[config.mk]
export PLATFORM = sky130hd
export DESIGN_NAME = idt_decode_top
export DESIGN_NICKNAME = d
export VERILOG_FILES = /design/src/rtl/idt_pkg.sv /design/src/rtl/idt_decode_top.sv /design/src/rtl/idt_field_decode.sv /design/src/rtl/idt_quarter_gen.sv
export SDC_FILE = /design/constraint.sdc
export NUM_CORES = 1
export LEC_CHECK = 0
export BUFFER_PORTS_ARGS = -buffer_cell sky130_fd_sc_hd__buf_2
export CORE_ASPECT_RATIO = 1.75
export CORE_MARGIN = 4
export CORE_UTILIZATION = 35
export DETAILED_ROUTE_END_ITERATION = 6
export PLACE_DENSITY = 0.66
export SLEW_MARGIN = 10
export SYNTH_ARGS = -nofsm -noshare
export SYNTH_HDL_FRONTEND = slang
export SYNTH_HIERARCHICAL = 1
export SYNTH_SLANG_ARGS = --single-unit
[constraint.sdc]
create_clock -name mclk_in -period 1.9 [get_ports mclk_in]
set_input_delay 0.19 -clock mclk_in [delete_from_list [all_inputs] [get_ports mclk_in]]
set_output_delay 0.19 -clock mclk_in [all_outputs]
set_load 0.1 [all_outputs]
[src/rtl/idt_pkg.sv]
// Purpose: shared constants and types for the instruction decode and timing block
// Assumes: 16-bit program words, one instruction cycle of four clock periods
// Notes: encodings follow the standard 8-bit core opcode map
package idt_pkg;
	localparam int          WORD_W        = 16;
	localparam int          QUARTERS      = 4;
	localparam logic [1:0]  Q_LAST        = 2'h3;
	localparam logic [1:0]  Q_RESET       = 2'h0;
	localparam logic [3:0]  EXT_PREFIX    = 4'hf;
	localparam logic [3:0]  OP_MOVE_FF    = 4'hc;
	localparam logic [15:0] OP_MOVE_FFL   = 16'h0060;
	localparam logic [7:0]  OP_LFSR       = 8'hee;
	localparam logic [7:0]  OP_CALL_LO    = 8'hec;
	localparam logic [7:0]  OP_CALL_HI    = 8'hed;
	localparam logic [7:0]  OP_GOTO       = 8'hef;
	localparam logic [1:0]  BANK_FORCE    = 2'h0;
	localparam logic [15:0] NOP_WORD      = 16'h0000;
	localparam logic [1:0]  CYC_ONE       = 2'h1;
	localparam logic [1:0]  CYC_TWO       = 2'h2;
	localparam logic [1:0]  CYC_THREE     = 2'h3;

	typedef enum logic [1:0] {
		IDT_GRP_BYTE = 2'h0,
		IDT_GRP_BIT  = 2'h1,
		IDT_GRP_LIT  = 2'h2,
		IDT_GRP_CTL  = 2'h3
	} idt_group_t;

	typedef struct packed {
		idt_group_t  group;
		logic [3:0]  opcode;
		logic [7:0]  file_addr;
		logic        dest_file;
		logic        access_bank;
		logic [2:0]  bit_num;
		logic [7:0]  literal;
		logic [1:0]  ptr_sel;
		logic [10:0] prog_addr;
		logic        fast_mode;
		logic [1:0]  table_mode;
		logic        is_nop;
		logic [1:0]  extra_words;
		logic        is_branch;
		logic        is_skip;
	} idt_fields_t;

	typedef struct packed {
		logic [11:0] src_addr;
		logic [11:0] dst_addr;
		logic        valid;
	} idt_move_t;
endpackage

[src/rtl/idt_decode_top.sv]
// Purpose: instruction decode and cycle timing for an 8-bit core
// Assumes: word_in is valid at the last quarter of each instruction cycle
// Notes: cond_true_in and pc_change_in are sampled with the first word
`timescale 1ns/1ps
module idt_decode_top (
	input  wire logic                 mclk_in,
	input  wire logic                 rst_in,
	input  wire logic [15:0]          word_in,
	input  wire logic                 cond_true_in,
	input  wire logic                 pc_change_in,
	output idt_pkg::idt_fields_t      fields_out,
	output idt_pkg::idt_move_t        move_out,
	output logic                      wr_working_out,
	output logic                      wr_file_out,
	output logic                      exec_nop_out,
	output logic                      fetch_next_out,
	output logic [1:0]                cycles_out,
	output logic                      instr_done_out,
	output logic [1:0]                quarter_out
);
	typedef enum logic [1:0] {
		IDT_ST_FIRST = 2'b00,
		IDT_ST_WORD2 = 2'b01,
		IDT_ST_WORD3 = 2'b11,
		IDT_ST_FLUSH = 2'b10
	} idt_state_t;

	idt_state_t           state_r, state_nxt;
	idt_pkg::idt_fields_t dec_w, fields_r;
	idt_pkg::idt_move_t   move_r, move_nxt;
	logic [1:0]           quarter_w, quarter_r, words_left_r, words_left_nxt;
	logic [1:0]           cyc_r, cyc_nxt, flush_r, flush_nxt;
	logic                 cyc_end_w, pend_branch_r, pend_branch_nxt;
	logic                 wr_w_r, wr_f_r, nop_r, fetch_r, done_r;
	logic [11:0]          first_src_r;

	idt_field_decode u_dec (
		.word_in    (word_in),
		.fields_out (dec_w)
	);
	idt_quarter_gen u_qgen (
		.mclk_in       (mclk_in),
		.rst_in        (rst_in),
		.quarter_out   (quarter_w),
		.cycle_end_out (cyc_end_w)
	);

	wire logic first_cyc = cyc_end_w && (state_r == IDT_ST_FIRST);
	wire logic multi     = dec_w.extra_words != 2'h0;
	wire logic taken1    = !multi && (cond_true_in || pc_change_in);
	// two-word branches pay one more cycle when taken
	wire logic taken2    = multi && dec_w.is_branch && pc_change_in;
	wire logic [1:0] base_cyc = multi ? idt_pkg::CYC_TWO :
		(taken1 ? idt_pkg::CYC_TWO : idt_pkg::CYC_ONE);
	wire logic [1:0] tot_cyc  = taken2 ? idt_pkg::CYC_THREE :
		(dec_w.extra_words == 2'h2) ? idt_pkg::CYC_THREE : base_cyc;
	// lone extension word decodes as nop
	wire logic alone_nop = dec_w.is_nop;
	wire logic [11:0] src_forced = {idt_pkg::BANK_FORCE, word_in[9:0]};
	wire logic [11:0] dst_forced = {idt_pkg::BANK_FORCE, word_in[9:0]};
	wire logic is_move_file_to_file_w = (dec_w.opcode == idt_pkg::OP_MOVE_FF) && multi;

	always_comb begin
		state_nxt       = state_r;
		words_left_nxt  = words_left_r;
		cyc_nxt         = cyc_r;
		flush_nxt       = flush_r;
		pend_branch_nxt = pend_branch_r;
		move_nxt        = move_r;
		move_nxt.valid  = 1'b0;
		if (cyc_end_w) begin
			unique case (state_r)
				IDT_ST_FIRST: begin
					cyc_nxt         = tot_cyc;
					pend_branch_nxt = taken2;
					if (multi) begin
						words_left_nxt = dec_w.extra_words;
						state_nxt      = IDT_ST_WORD2;
					end else if (taken1) begin
						flush_nxt = 2'h1;
						state_nxt = IDT_ST_FLUSH;
					end
				end
				IDT_ST_WORD2: begin
					// the second word supplies the destination of a file move
					if (is_move_file_to_file_w || fields_r.opcode == idt_pkg::OP_MOVE_FF) begin
						move_nxt.dst_addr = dst_forced;
						move_nxt.src_addr = first_src_r;
						move_nxt.valid    = 1'b1;
					end
					if (words_left_r == 2'h2) begin
						words_left_nxt = 2'h1;
						state_nxt      = IDT_ST_WORD3;
					end else if (pend_branch_r) begin
						flush_nxt = 2'h1;
						state_nxt = IDT_ST_FLUSH;
					end else begin
						state_nxt = IDT_ST_FIRST;
					end
				end
				IDT_ST_WORD3: begin
					words_left_nxt = 2'h0;
					state_nxt      = IDT_ST_FIRST;
				end
				IDT_ST_FLUSH: begin
					flush_nxt = 2'h0;
					state_nxt = IDT_ST_FIRST;
				end
			endcase
		end
	end

	always_ff @(posedge mclk_in) begin
		if (rst_in) begin
			state_r       <= IDT_ST_FIRST;
			words_left_r  <= 2'h0;
			cyc_r         <= 2'h0;
			flush_r       <= 2'h0;
			pend_branch_r <= 1'b0;
			move_r        <= '0;
		end else begin
			state_r       <= state_nxt;
			words_left_r  <= words_left_nxt;
			cyc_r         <= cyc_nxt;
			flush_r       <= flush_nxt;
			pend_branch_r <= pend_branch_nxt;
			move_r        <= move_nxt;
		end
	end

	always_ff @(posedge mclk_in) begin
		if (rst_in) begin
			fields_r    <= '0;
			first_src_r <= 12'h000;
		end else if (first_cyc) begin
			fields_r    <= dec_w;
			first_src_r <= src_forced;
		end
	end

	// result routing: only a non-nop byte op writes, d picks the target
	wire logic byte_op   = first_cyc && (dec_w.group == idt_pkg::IDT_GRP_BYTE) && !alone_nop;
	wire logic wr_w_nxt  = byte_op && !dec_w.dest_file;
	wire logic wr_f_nxt  = byte_op && dec_w.dest_file;
	wire logic nop_nxt   = cyc_end_w && ((state_r == IDT_ST_FLUSH) ||
		(state_r == IDT_ST_FIRST && alone_nop));
	wire logic done_nxt  = cyc_end_w && (state_nxt == IDT_ST_FIRST);

	always_ff @(posedge mclk_in) begin
		if (rst_in) begin
			wr_w_r    <= 1'b0;
			wr_f_r    <= 1'b0;
			nop_r     <= 1'b0;
			fetch_r   <= 1'b0;
			done_r    <= 1'b0;
			quarter_r <= idt_pkg::Q_RESET;
		end else begin
			wr_w_r    <= wr_w_nxt;
			wr_f_r    <= wr_f_nxt;
			nop_r     <= nop_nxt;
			fetch_r   <= cyc_end_w;
			done_r    <= done_nxt;
			quarter_r <= quarter_w;
		end
	end

	assign fields_out     = fields_r;
	assign move_out       = move_r;
	assign wr_working_out = wr_w_r;
	assign wr_file_out    = wr_f_r;
	assign exec_nop_out   = nop_r;
	assign fetch_next_out = fetch_r;
	assign cycles_out     = cyc_r;
	assign instr_done_out = done_r;
	assign quarter_out    = quarter_r;
endmodule

[src/rtl/idt_field_decode.sv]
// Purpose: combinational split of one 16-bit word into group and operand fields
// Assumes: word is the first word of an instruction
// Notes: extra-word counts drive the sequencer in the top module
`timescale 1ns/1ps
module idt_field_decode (
	input  wire logic [15:0]          word_in,
	output idt_pkg::idt_fields_t      fields_out
);
	wire logic [3:0] top4     = word_in[15:12];
	wire logic [7:0] top8     = word_in[15:8];
	wire logic       is_ext   = (top4 == idt_pkg::EXT_PREFIX) &&
		(top8 != idt_pkg::OP_CALL_LO) && (top8 != idt_pkg::OP_CALL_HI) &&
		(top8 != idt_pkg::OP_LFSR) && (top8 != idt_pkg::OP_GOTO);
	wire logic       is_bitop = (top4 >= 4'h7) && (top4 <= 4'hb);
	wire logic       is_move_file_to_file = (top4 == idt_pkg::OP_MOVE_FF);
	wire logic       is_ffl   = (word_in[15:4] == idt_pkg::OP_MOVE_FFL[15:4]);
	wire logic       is_two   = is_move_file_to_file || (top8 == idt_pkg::OP_LFSR) ||
		(top8 == idt_pkg::OP_CALL_LO) || (top8 == idt_pkg::OP_CALL_HI) ||
		(top8 == idt_pkg::OP_GOTO);
	// literal ops: 0x08..0x0f top byte, bank-select 0x01, and the pointer load
	wire logic       is_lit   = (top8 == idt_pkg::OP_LFSR) ||
		((top4 == 4'h0) && word_in[11]) || (top8 == 8'h01);
	wire logic       is_ctl   = (top4 == 4'hd) || (top4 == 4'he) || (top8 == idt_pkg::OP_CALL_LO)
		|| (top8 == idt_pkg::OP_CALL_HI) || (top8 == idt_pkg::OP_GOTO)
		|| (top8 == 8'h00 && !is_ffl);
	wire idt_pkg::idt_group_t grp = is_bitop ? idt_pkg::IDT_GRP_BIT :
		is_lit ? idt_pkg::IDT_GRP_LIT : is_ctl ? idt_pkg::IDT_GRP_CTL : idt_pkg::IDT_GRP_BYTE;

	always_comb begin
		fields_out             = '0;
		fields_out.group       = grp;
		fields_out.opcode      = top4;
		fields_out.file_addr   = word_in[7:0];
		fields_out.dest_file   = (grp == idt_pkg::IDT_GRP_BYTE) && word_in[9];
		fields_out.access_bank = word_in[8];
		fields_out.bit_num     = is_bitop ? word_in[11:9] : 3'h0;
		fields_out.literal     = (grp == idt_pkg::IDT_GRP_LIT) ? word_in[7:0] : 8'h00;
		fields_out.ptr_sel     = (top8 == idt_pkg::OP_LFSR) ? word_in[5:4] : 2'h0;
		fields_out.prog_addr   = (grp == idt_pkg::IDT_GRP_CTL) ? word_in[10:0] : 11'h000;
		fields_out.fast_mode   = (top8 == idt_pkg::OP_CALL_HI) && word_in[8];
		fields_out.table_mode  = (top8 == 8'h00 && word_in[7:3] == 5'h01) ? word_in[1:0] : 2'h0;
		fields_out.is_nop      = is_ext || (word_in == idt_pkg::NOP_WORD);
		fields_out.extra_words = is_ffl ? 2'h2 : is_two ? 2'h1 : 2'h0;
		fields_out.is_branch   = (top4 == 4'hd) || (top8 == idt_pkg::OP_CALL_LO) ||
			(top8 == idt_pkg::OP_CALL_HI) || (top8 == idt_pkg::OP_GOTO);
		fields_out.is_skip     = (top4 == 4'hb) || (top4 == 4'ha) ||
			(top8[7:2] == 6'h18 && word_in[9:8] != 2'h3) || (top8[7:2] == 6'h0b);
	end
endmodule

[src/rtl/idt_quarter_gen.sv]
// Purpose: divides the clock into four quarter periods per instruction cycle
// Assumes: synchronous active-high reset
// Notes: cycle_end pulses in the last quarter
`timescale 1ns/1ps
module idt_quarter_gen (
	input  wire logic       mclk_in,
	input  wire logic       rst_in,
	output logic [1:0]      quarter_out,
	output logic            cycle_end_out
);
	logic [1:0] quarter_r;
	assign quarter_out   = quarter_r;
	assign cycle_end_out = (quarter_r == idt_pkg::Q_LAST);
	always_ff @(posedge mclk_in) begin
		if (rst_in) begin
			quarter_r <= idt_pkg::Q_RESET;
		end else begin
			quarter_r <= quarter_r + 2'h1;
		end
	end
endmodule
Word level (Yosys, flattened, before mapping)
Index checks and enable logic that the tools add are counted.
{"block": "classes", "n_lt_le_gt_ge": 2, "addsub": 1, "reduce_logical": 61, "bitwise_logic": 2, "mux": 24, "n_eq_ne": 31}
{"cell": "2-bit 2-to-1 mux", "n": 17}
{"cell": "8-bit equality test (second input constant)", "n": 4}
{"cell": "8-bit inequality test (second input constant)", "n": 4}
{"cell": "4-bit equality test (second input constant)", "n": 7}
{"cell": "1-bit logical AND", "n": 23}
{"cell": "1-bit logical OR", "n": 21}
{"cell": "16-bit logical NOT", "n": 1}
{"cell": "2-bit equality test (second input constant)", "n": 7}
{"cell": "12-bit by 3-bit equality test with 1-bit output (second input constant)", "n": 1}
{"cell": "2-bit case mux with 3 select lines", "n": 2}
{"cell": "11-bit 2-to-1 mux", "n": 1}
{"cell": "8-bit by 1-bit equality test with 1-bit output (second input constant)", "n": 1}
{"cell": "8-bit logical NOT", "n": 1}
{"cell": "8-bit 2-to-1 mux", "n": 1}
{"cell": "6-bit by 4-bit equality test with 1-bit output (second input constant)", "n": 1}
{"cell": "6-bit by 5-bit equality test with 1-bit output (second input constant)", "n": 1}
{"cell": "2-bit logical NOT", "n": 3}
{"cell": "2-bit inequality test (second input constant)", "n": 3}
{"cell": "5-bit by 1-bit equality test with 1-bit output (second input constant)", "n": 1}
{"cell": "4-bit by 3-bit >= comparator with 1-bit output (second input constant)", "n": 1}
{"cell": "4-bit less-or-equal comparator (second input constant)", "n": 1}
{"cell": "1-bit logical NOT", "n": 4}
{"cell": "4-bit logical NOT", "n": 1}
{"cell": "4-bit AND reduction", "n": 1}
{"cell": "other kinds (11)", "n": 13}
{"block": "totals", "word_cells": 151, "ff_bits": 95, "out_inout_bits": 82}

Longest topological paths before layout
{"block": "depth", "ltp_word": 16, "ltp_mapped": 10, "mapped_depth_nobuf": 7}

Modules after synthesis
Netlist, hierarchy kept.
{"module": "idt_decode_top", "area_each_um2": 3241.9, "seq_area_each_um2": 1861.8, "instances": 1, "cells_per_inst": 376}
{"module": "idt_field_decode", "area_each_um2": 595.6, "seq_area_each_um2": 0.0, "instances": 1, "cells_per_inst": 83}
{"module": "idt_quarter_gen", "area_each_um2": 62.6, "seq_area_each_um2": 40.0, "instances": 1, "cells_per_inst": 5}

Worst setup path after synthesis
No wires, ideal clock.
{"block": "synth_path", "kind": "flip-flop to flip-flop", "start": "reg fields_r (netlist bit fields_out[44])", "end": "reg move_r (netlist bit move_out[10])", "arrival_ns": 1.968, "period_less_slack_ns": 2.086, "required_ns": 1.782, "path_slack_ns": -0.186, "stages_incl_launch_ff": 6, "path_cell_list": "dfxtp_1 > nor4bb_1 > a31oi_1 > o21a_1 > buf_2 > a22o_1"}
{"block": "synth_via", "elab_chain_cells": 3}
{"item": "start: declaration", "line": "idt_decode_top.sv:29", "text": "idt_pkg::idt_fields_t dec_w, fields_r;"}
{"item": "start signal: assignment", "line": "idt_decode_top.sv:136", "text": "fields_r <= dec_w;"}
{"item": "4-bit equality test", "line": "idt_decode_top.sv:86", "text": "if (is_move_file_to_file_w || fields_r.opcode == idt_pkg::OP_MOVE_FF) begin"}
{"item": "1-bit logical OR", "line": "idt_decode_top.sv:86"}
{"item": "3-bit AND reduction (no source line)"}
{"item": "end signal: assignment", "line": "idt_decode_top.sv:127", "text": "move_r <= move_nxt;"}
{"item": "end: declaration", "line": "idt_decode_top.sv:30", "text": "idt_pkg::idt_move_t move_r, move_nxt;"}
No other way between the ends.
A chain may end at the register's enable or synchronous reset.

Worst setup path after layout
{"block": "layout_path", "start": "reg u_qgen.quarter_r[0], in the netlist u_qgen/quarter_out[0]", "end": "reg pend_branch_r"}
{"block": "layout_via", "elab_chain_cells": 2}
{"item": "start: declaration", "line": "idt_quarter_gen.sv:11", "text": "logic [1:0] quarter_r;"}
{"item": "start signal: assignment", "line": "idt_quarter_gen.sv:16", "text": "quarter_r <= idt_pkg::Q_RESET;"}
{"item": "start signal: assignment", "line": "idt_quarter_gen.sv:18", "text": "quarter_r <= quarter_r + 2'h1;"}
{"item": "2-bit equality test", "line": "idt_quarter_gen.sv:13", "text": "assign cycle_end_out = (quarter_r == idt_pkg::Q_LAST);"}
{"item": "named net cyc_end_w", "line": "idt_decode_top.sv:33", "text": "logic cyc_end_w, pend_branch_r, pend_branch_nxt;"}
{"item": "2-bit AND reduction (no source line)"}
{"item": "end signal: assignment", "line": "idt_decode_top.sv:126", "text": "pend_branch_r <= pend_branch_nxt;"}
{"item": "end: declaration", "line": "idt_decode_top.sv:33"}
The timed path passes the listed nets, and every way through them passes these cells.

==> results.json <==
{
  "syn_area_per_cell_um2": 8.41,
  "critPathArrivalTime_ns": 1.95,
  "grt_max_degree": 58,
  "synth_cell_types": 50,
  "drv_slew": 0,
  "cts_buffers": 9,
  "synth-edff-count": 0,
  "grt_pass1_vias": 3299,
  "outcome": "finished, final reports clean",
  "grt_pass1_wl_mm": 17.0,
  "via_per_inst": 5.00,
  "period_share_pct": 89.0,
  "cp.depth": 5,
  "antenna_left": 0,
  "wirelength_mm": 10.8,
  "grt_overflow_total": 0,
  "finalSetupViolCount": 0,
  "crit_family": "simple AND/OR/NAND/NOR gates",
  "ys_ff_latch": 95,
  "fmaxAchievable_mhz": 592,
  "worstPathRequired_ns": 2.16,
  "synth_warnings": 6,
  "synthArstFlopShare_pct": 0,
  "cts_tree": "yes",
  "place_congestion": 0.893,
  "fp.dieH_um": 148,
  "drive_gt1_share_pct": 26.8,
  "synthFlopType": "dfxtp_1",
  "slowest_stage": "or3_4",
  "cts-root-buf": "clkbuf_16",
  "syn_inst": 464,
  "cpPeakStageDelay_ns": 0.41,
  "yosysSeqAreaShare_pct": 48.8,
  "cts.clk_slew.worst_paths_ns": 0.06,
  "die_area_um2": 13000,
  "post_cts_buffers": 0,
  "hold_path_class": "primary input to flip-flop",
  "worstRegToRegCells": 5,
  "clockBufferDepth": 2,
  "n_antenna_cell": 0,
  "vdd_drop_max_uv": 609,
  "hold_violations": 0,
  "fin_util_pct": 44.9,
  "vias": 3436,
  "dp.cells": 671,
  "path_class": "flip-flop to flip-flop",
  "cts_sinks": 95,
  "track_usage_pct": 16.9,
  "htree_levels": 3,
  "fillCellCount": 1094,
  "nets": 573,
  "stdcell_count": 687,
  "end_kind": "flip-flop",
  "pre_cts_ws_ns": -0.0260,
  "min_path_cells": 3,
  "p_per_area_nw_per_um2": 944,
  "die_x_um": 87.8,
  "whs_ns": 0.151,
  "core.rowCount": 50,
  "tns_ns": 0,
  "core_um2": 10800,
  "fin_skew_ns": 0.00553,
  "antenna_found_initial": 0,
  "port_buffers": 97,
  "syn2layout_area_growth_pct": 24.6,
  "netlist_area_um2": 3900,
  "crit_chain": "ha_1, inv_2, or3_4, or3_1, a21oi_1",
  "dp_hpwl_mm": 7.86,
  "wl_per_cell_um": 15.8,
  "worstSetupStartpointType": "flip-flop",
  "clk_latency_ns": 0.34,
  "crit_fanout": 10,
  "drc": 0,
  "drt_iter0_drc": 144,
  "cap_violations": 0,
  "worst-path-buf-inv": 1,
  "rsz0062_at_grt": "no",
  "io_pins": 102,
  "timing.final.ws_setup_ns": 0.210,
  "p_leak_nw": 2.09,
  "firstDrtPassIters": 5,
  "post-route-min-period_ns": 1.69,
  "start_util_pct": 36.0
}
state kept, by name, indices dropped and copies added (netlist names):
register and cells:
pend_branch_r 1, first_src_r 10, fetch_next_out 1, move_out 21
u_qgen/quarter_out 2, wr_file_out 1, wr_working_out 1, instr_done_out 1
quarter_out 2, fields_out 48, words_left_r 2, cycles_out 2
state_r 2, exec_nop_out 1
placed cells by master (no fill, tap or decap), types with 2 or more instances in the layout:
cell and count:
nand2_1 126, buf_2 97, dfxtp_1 93, a21oi_1 64, and2_1 24, buf_4 23, a22o_1 20, nor2_1 13
clkbuf_16 9, nor2b_1 7, nor3_1 7, inv_1 4, conb_1 4, o21a_1 3, o21ai_0 3, nor3b_1 3
nor4_1 3, and3_1 3, bufinv_16 3, clkbuf_1 3, buf_12 3, or2_2 2, nor4bb_1 2, nand2b_1 2
o2bb2ai_1 2, or3_1 2, dfxtp_2 2, or2_1 2
worst min-delay path, stage by stage:
cell and delay, ns:
buf_2 0.14, nand2_1 0.06, a21oi_1 0.05
metrics by stage:
step	cell area, um^2	power [mW]
global placement	4520	2.58
global route	4860	4.74
CTS	4860	4.63
finish	4860	4.59
floorplan	3910	2.46
detailed placement	4520	2.58
metal layers:
| layer | global-route usage (%) | wire length (um) | share of wire [%] |
|---|---|---|---|
| met5 | 0 | 0 | 0 |
| met3 | 3.40 | 506 | 4.7 |
| met2 | 30.7 | 5850 | 54 |
| met1 | 19.0 | 4270 | 39 |
| met4 | 6.07 | 200 | 1.8 |
what timing repair did:
| action | 4_1_cts | 5_1_grt |
|---|---|---|
| resized for setup | 0 | 1 |
| hold buffers | 0 | 0 |
| setup endpoints to repair | 0 | 1 |
| endpoints found under the hold margin | 0 | 0 |
path summary, 6_finish.rpt:
check	to	slack, ns	startpoint
max reg2reg	pend_branch_r$_SDFFE_PP0N_	0.21	u_qgen/quarter_out[0]$_SDFF_PP0_
min	fields_out[38]$_SDFFE_PP0N_	0.15	word_in[4]
min reg2reg	u_qgen/quarter_out[0]$_SDFF_PP0_	0.44	u_qgen/quarter_out[0]$_SDFF_PP0_
max	pend_branch_r$_SDFFE_PP0N_	0.21	u_qgen/quarter_out[0]$_SDFF_PP0_
layout make-up:
class | instances | area [um^2] | share of cell area (%)
clock buffers | 13 | 250 | 5.15
clock inverters | 3 | 90.1 | 1.85
inverters | 5 | 18.8 | 0.386
multi-input cells | 318 | 1720 | 35.3
flip-flops and latches | 95 | 1900 | 39.2
well taps | 130 | 163 | 3.35
repair buffers | 123 | 718 | 14.8
cells by family after synthesis:
| kind of cell | synth area share, % |
|---|---|
| compound gates | 16.2 |
| xor+xnor | 0.225 |
| fa+ha+maj | 0.321 |
| buf+inv | 7.83 |
| flops | 48.8 |
| other cells | 0.0962 |
| simple gates | 26.6 |
where the power goes:
part | internal [mW] | leakage [nW] | total, mW | switching [mW]
Sequential | 2.02 | 0.768 | 2.04 | 0.0178
Combinational | 0.117 | 1.16 | 0.494 | 0.377
Clock | 1.32 | 0.164 | 2.05 | 0.726
Total | 3.47 | 2.09 | 4.59 | 1.12
synthesized netlist by cell type, types with 4 or more instances:
library cell / number / share of area (%)
nand2_1: 126 / 12
dfxtp_1: 95 / 49
buf_2: 13 / 1.7
nor3_1: 7 / 0.90
inv_1: 4 / 0.38
buf_4: 21 / 4.0
a21oi_1: 64 / 8.2
nor2_1: 13 / 1.3
clkbuf_1: 14 / 1.3
nor2b_1: 7 / 1.1
and2_1: 24 / 3.8
a22o_1: 20 / 4.5
Power figures use the tool's default switching activity.
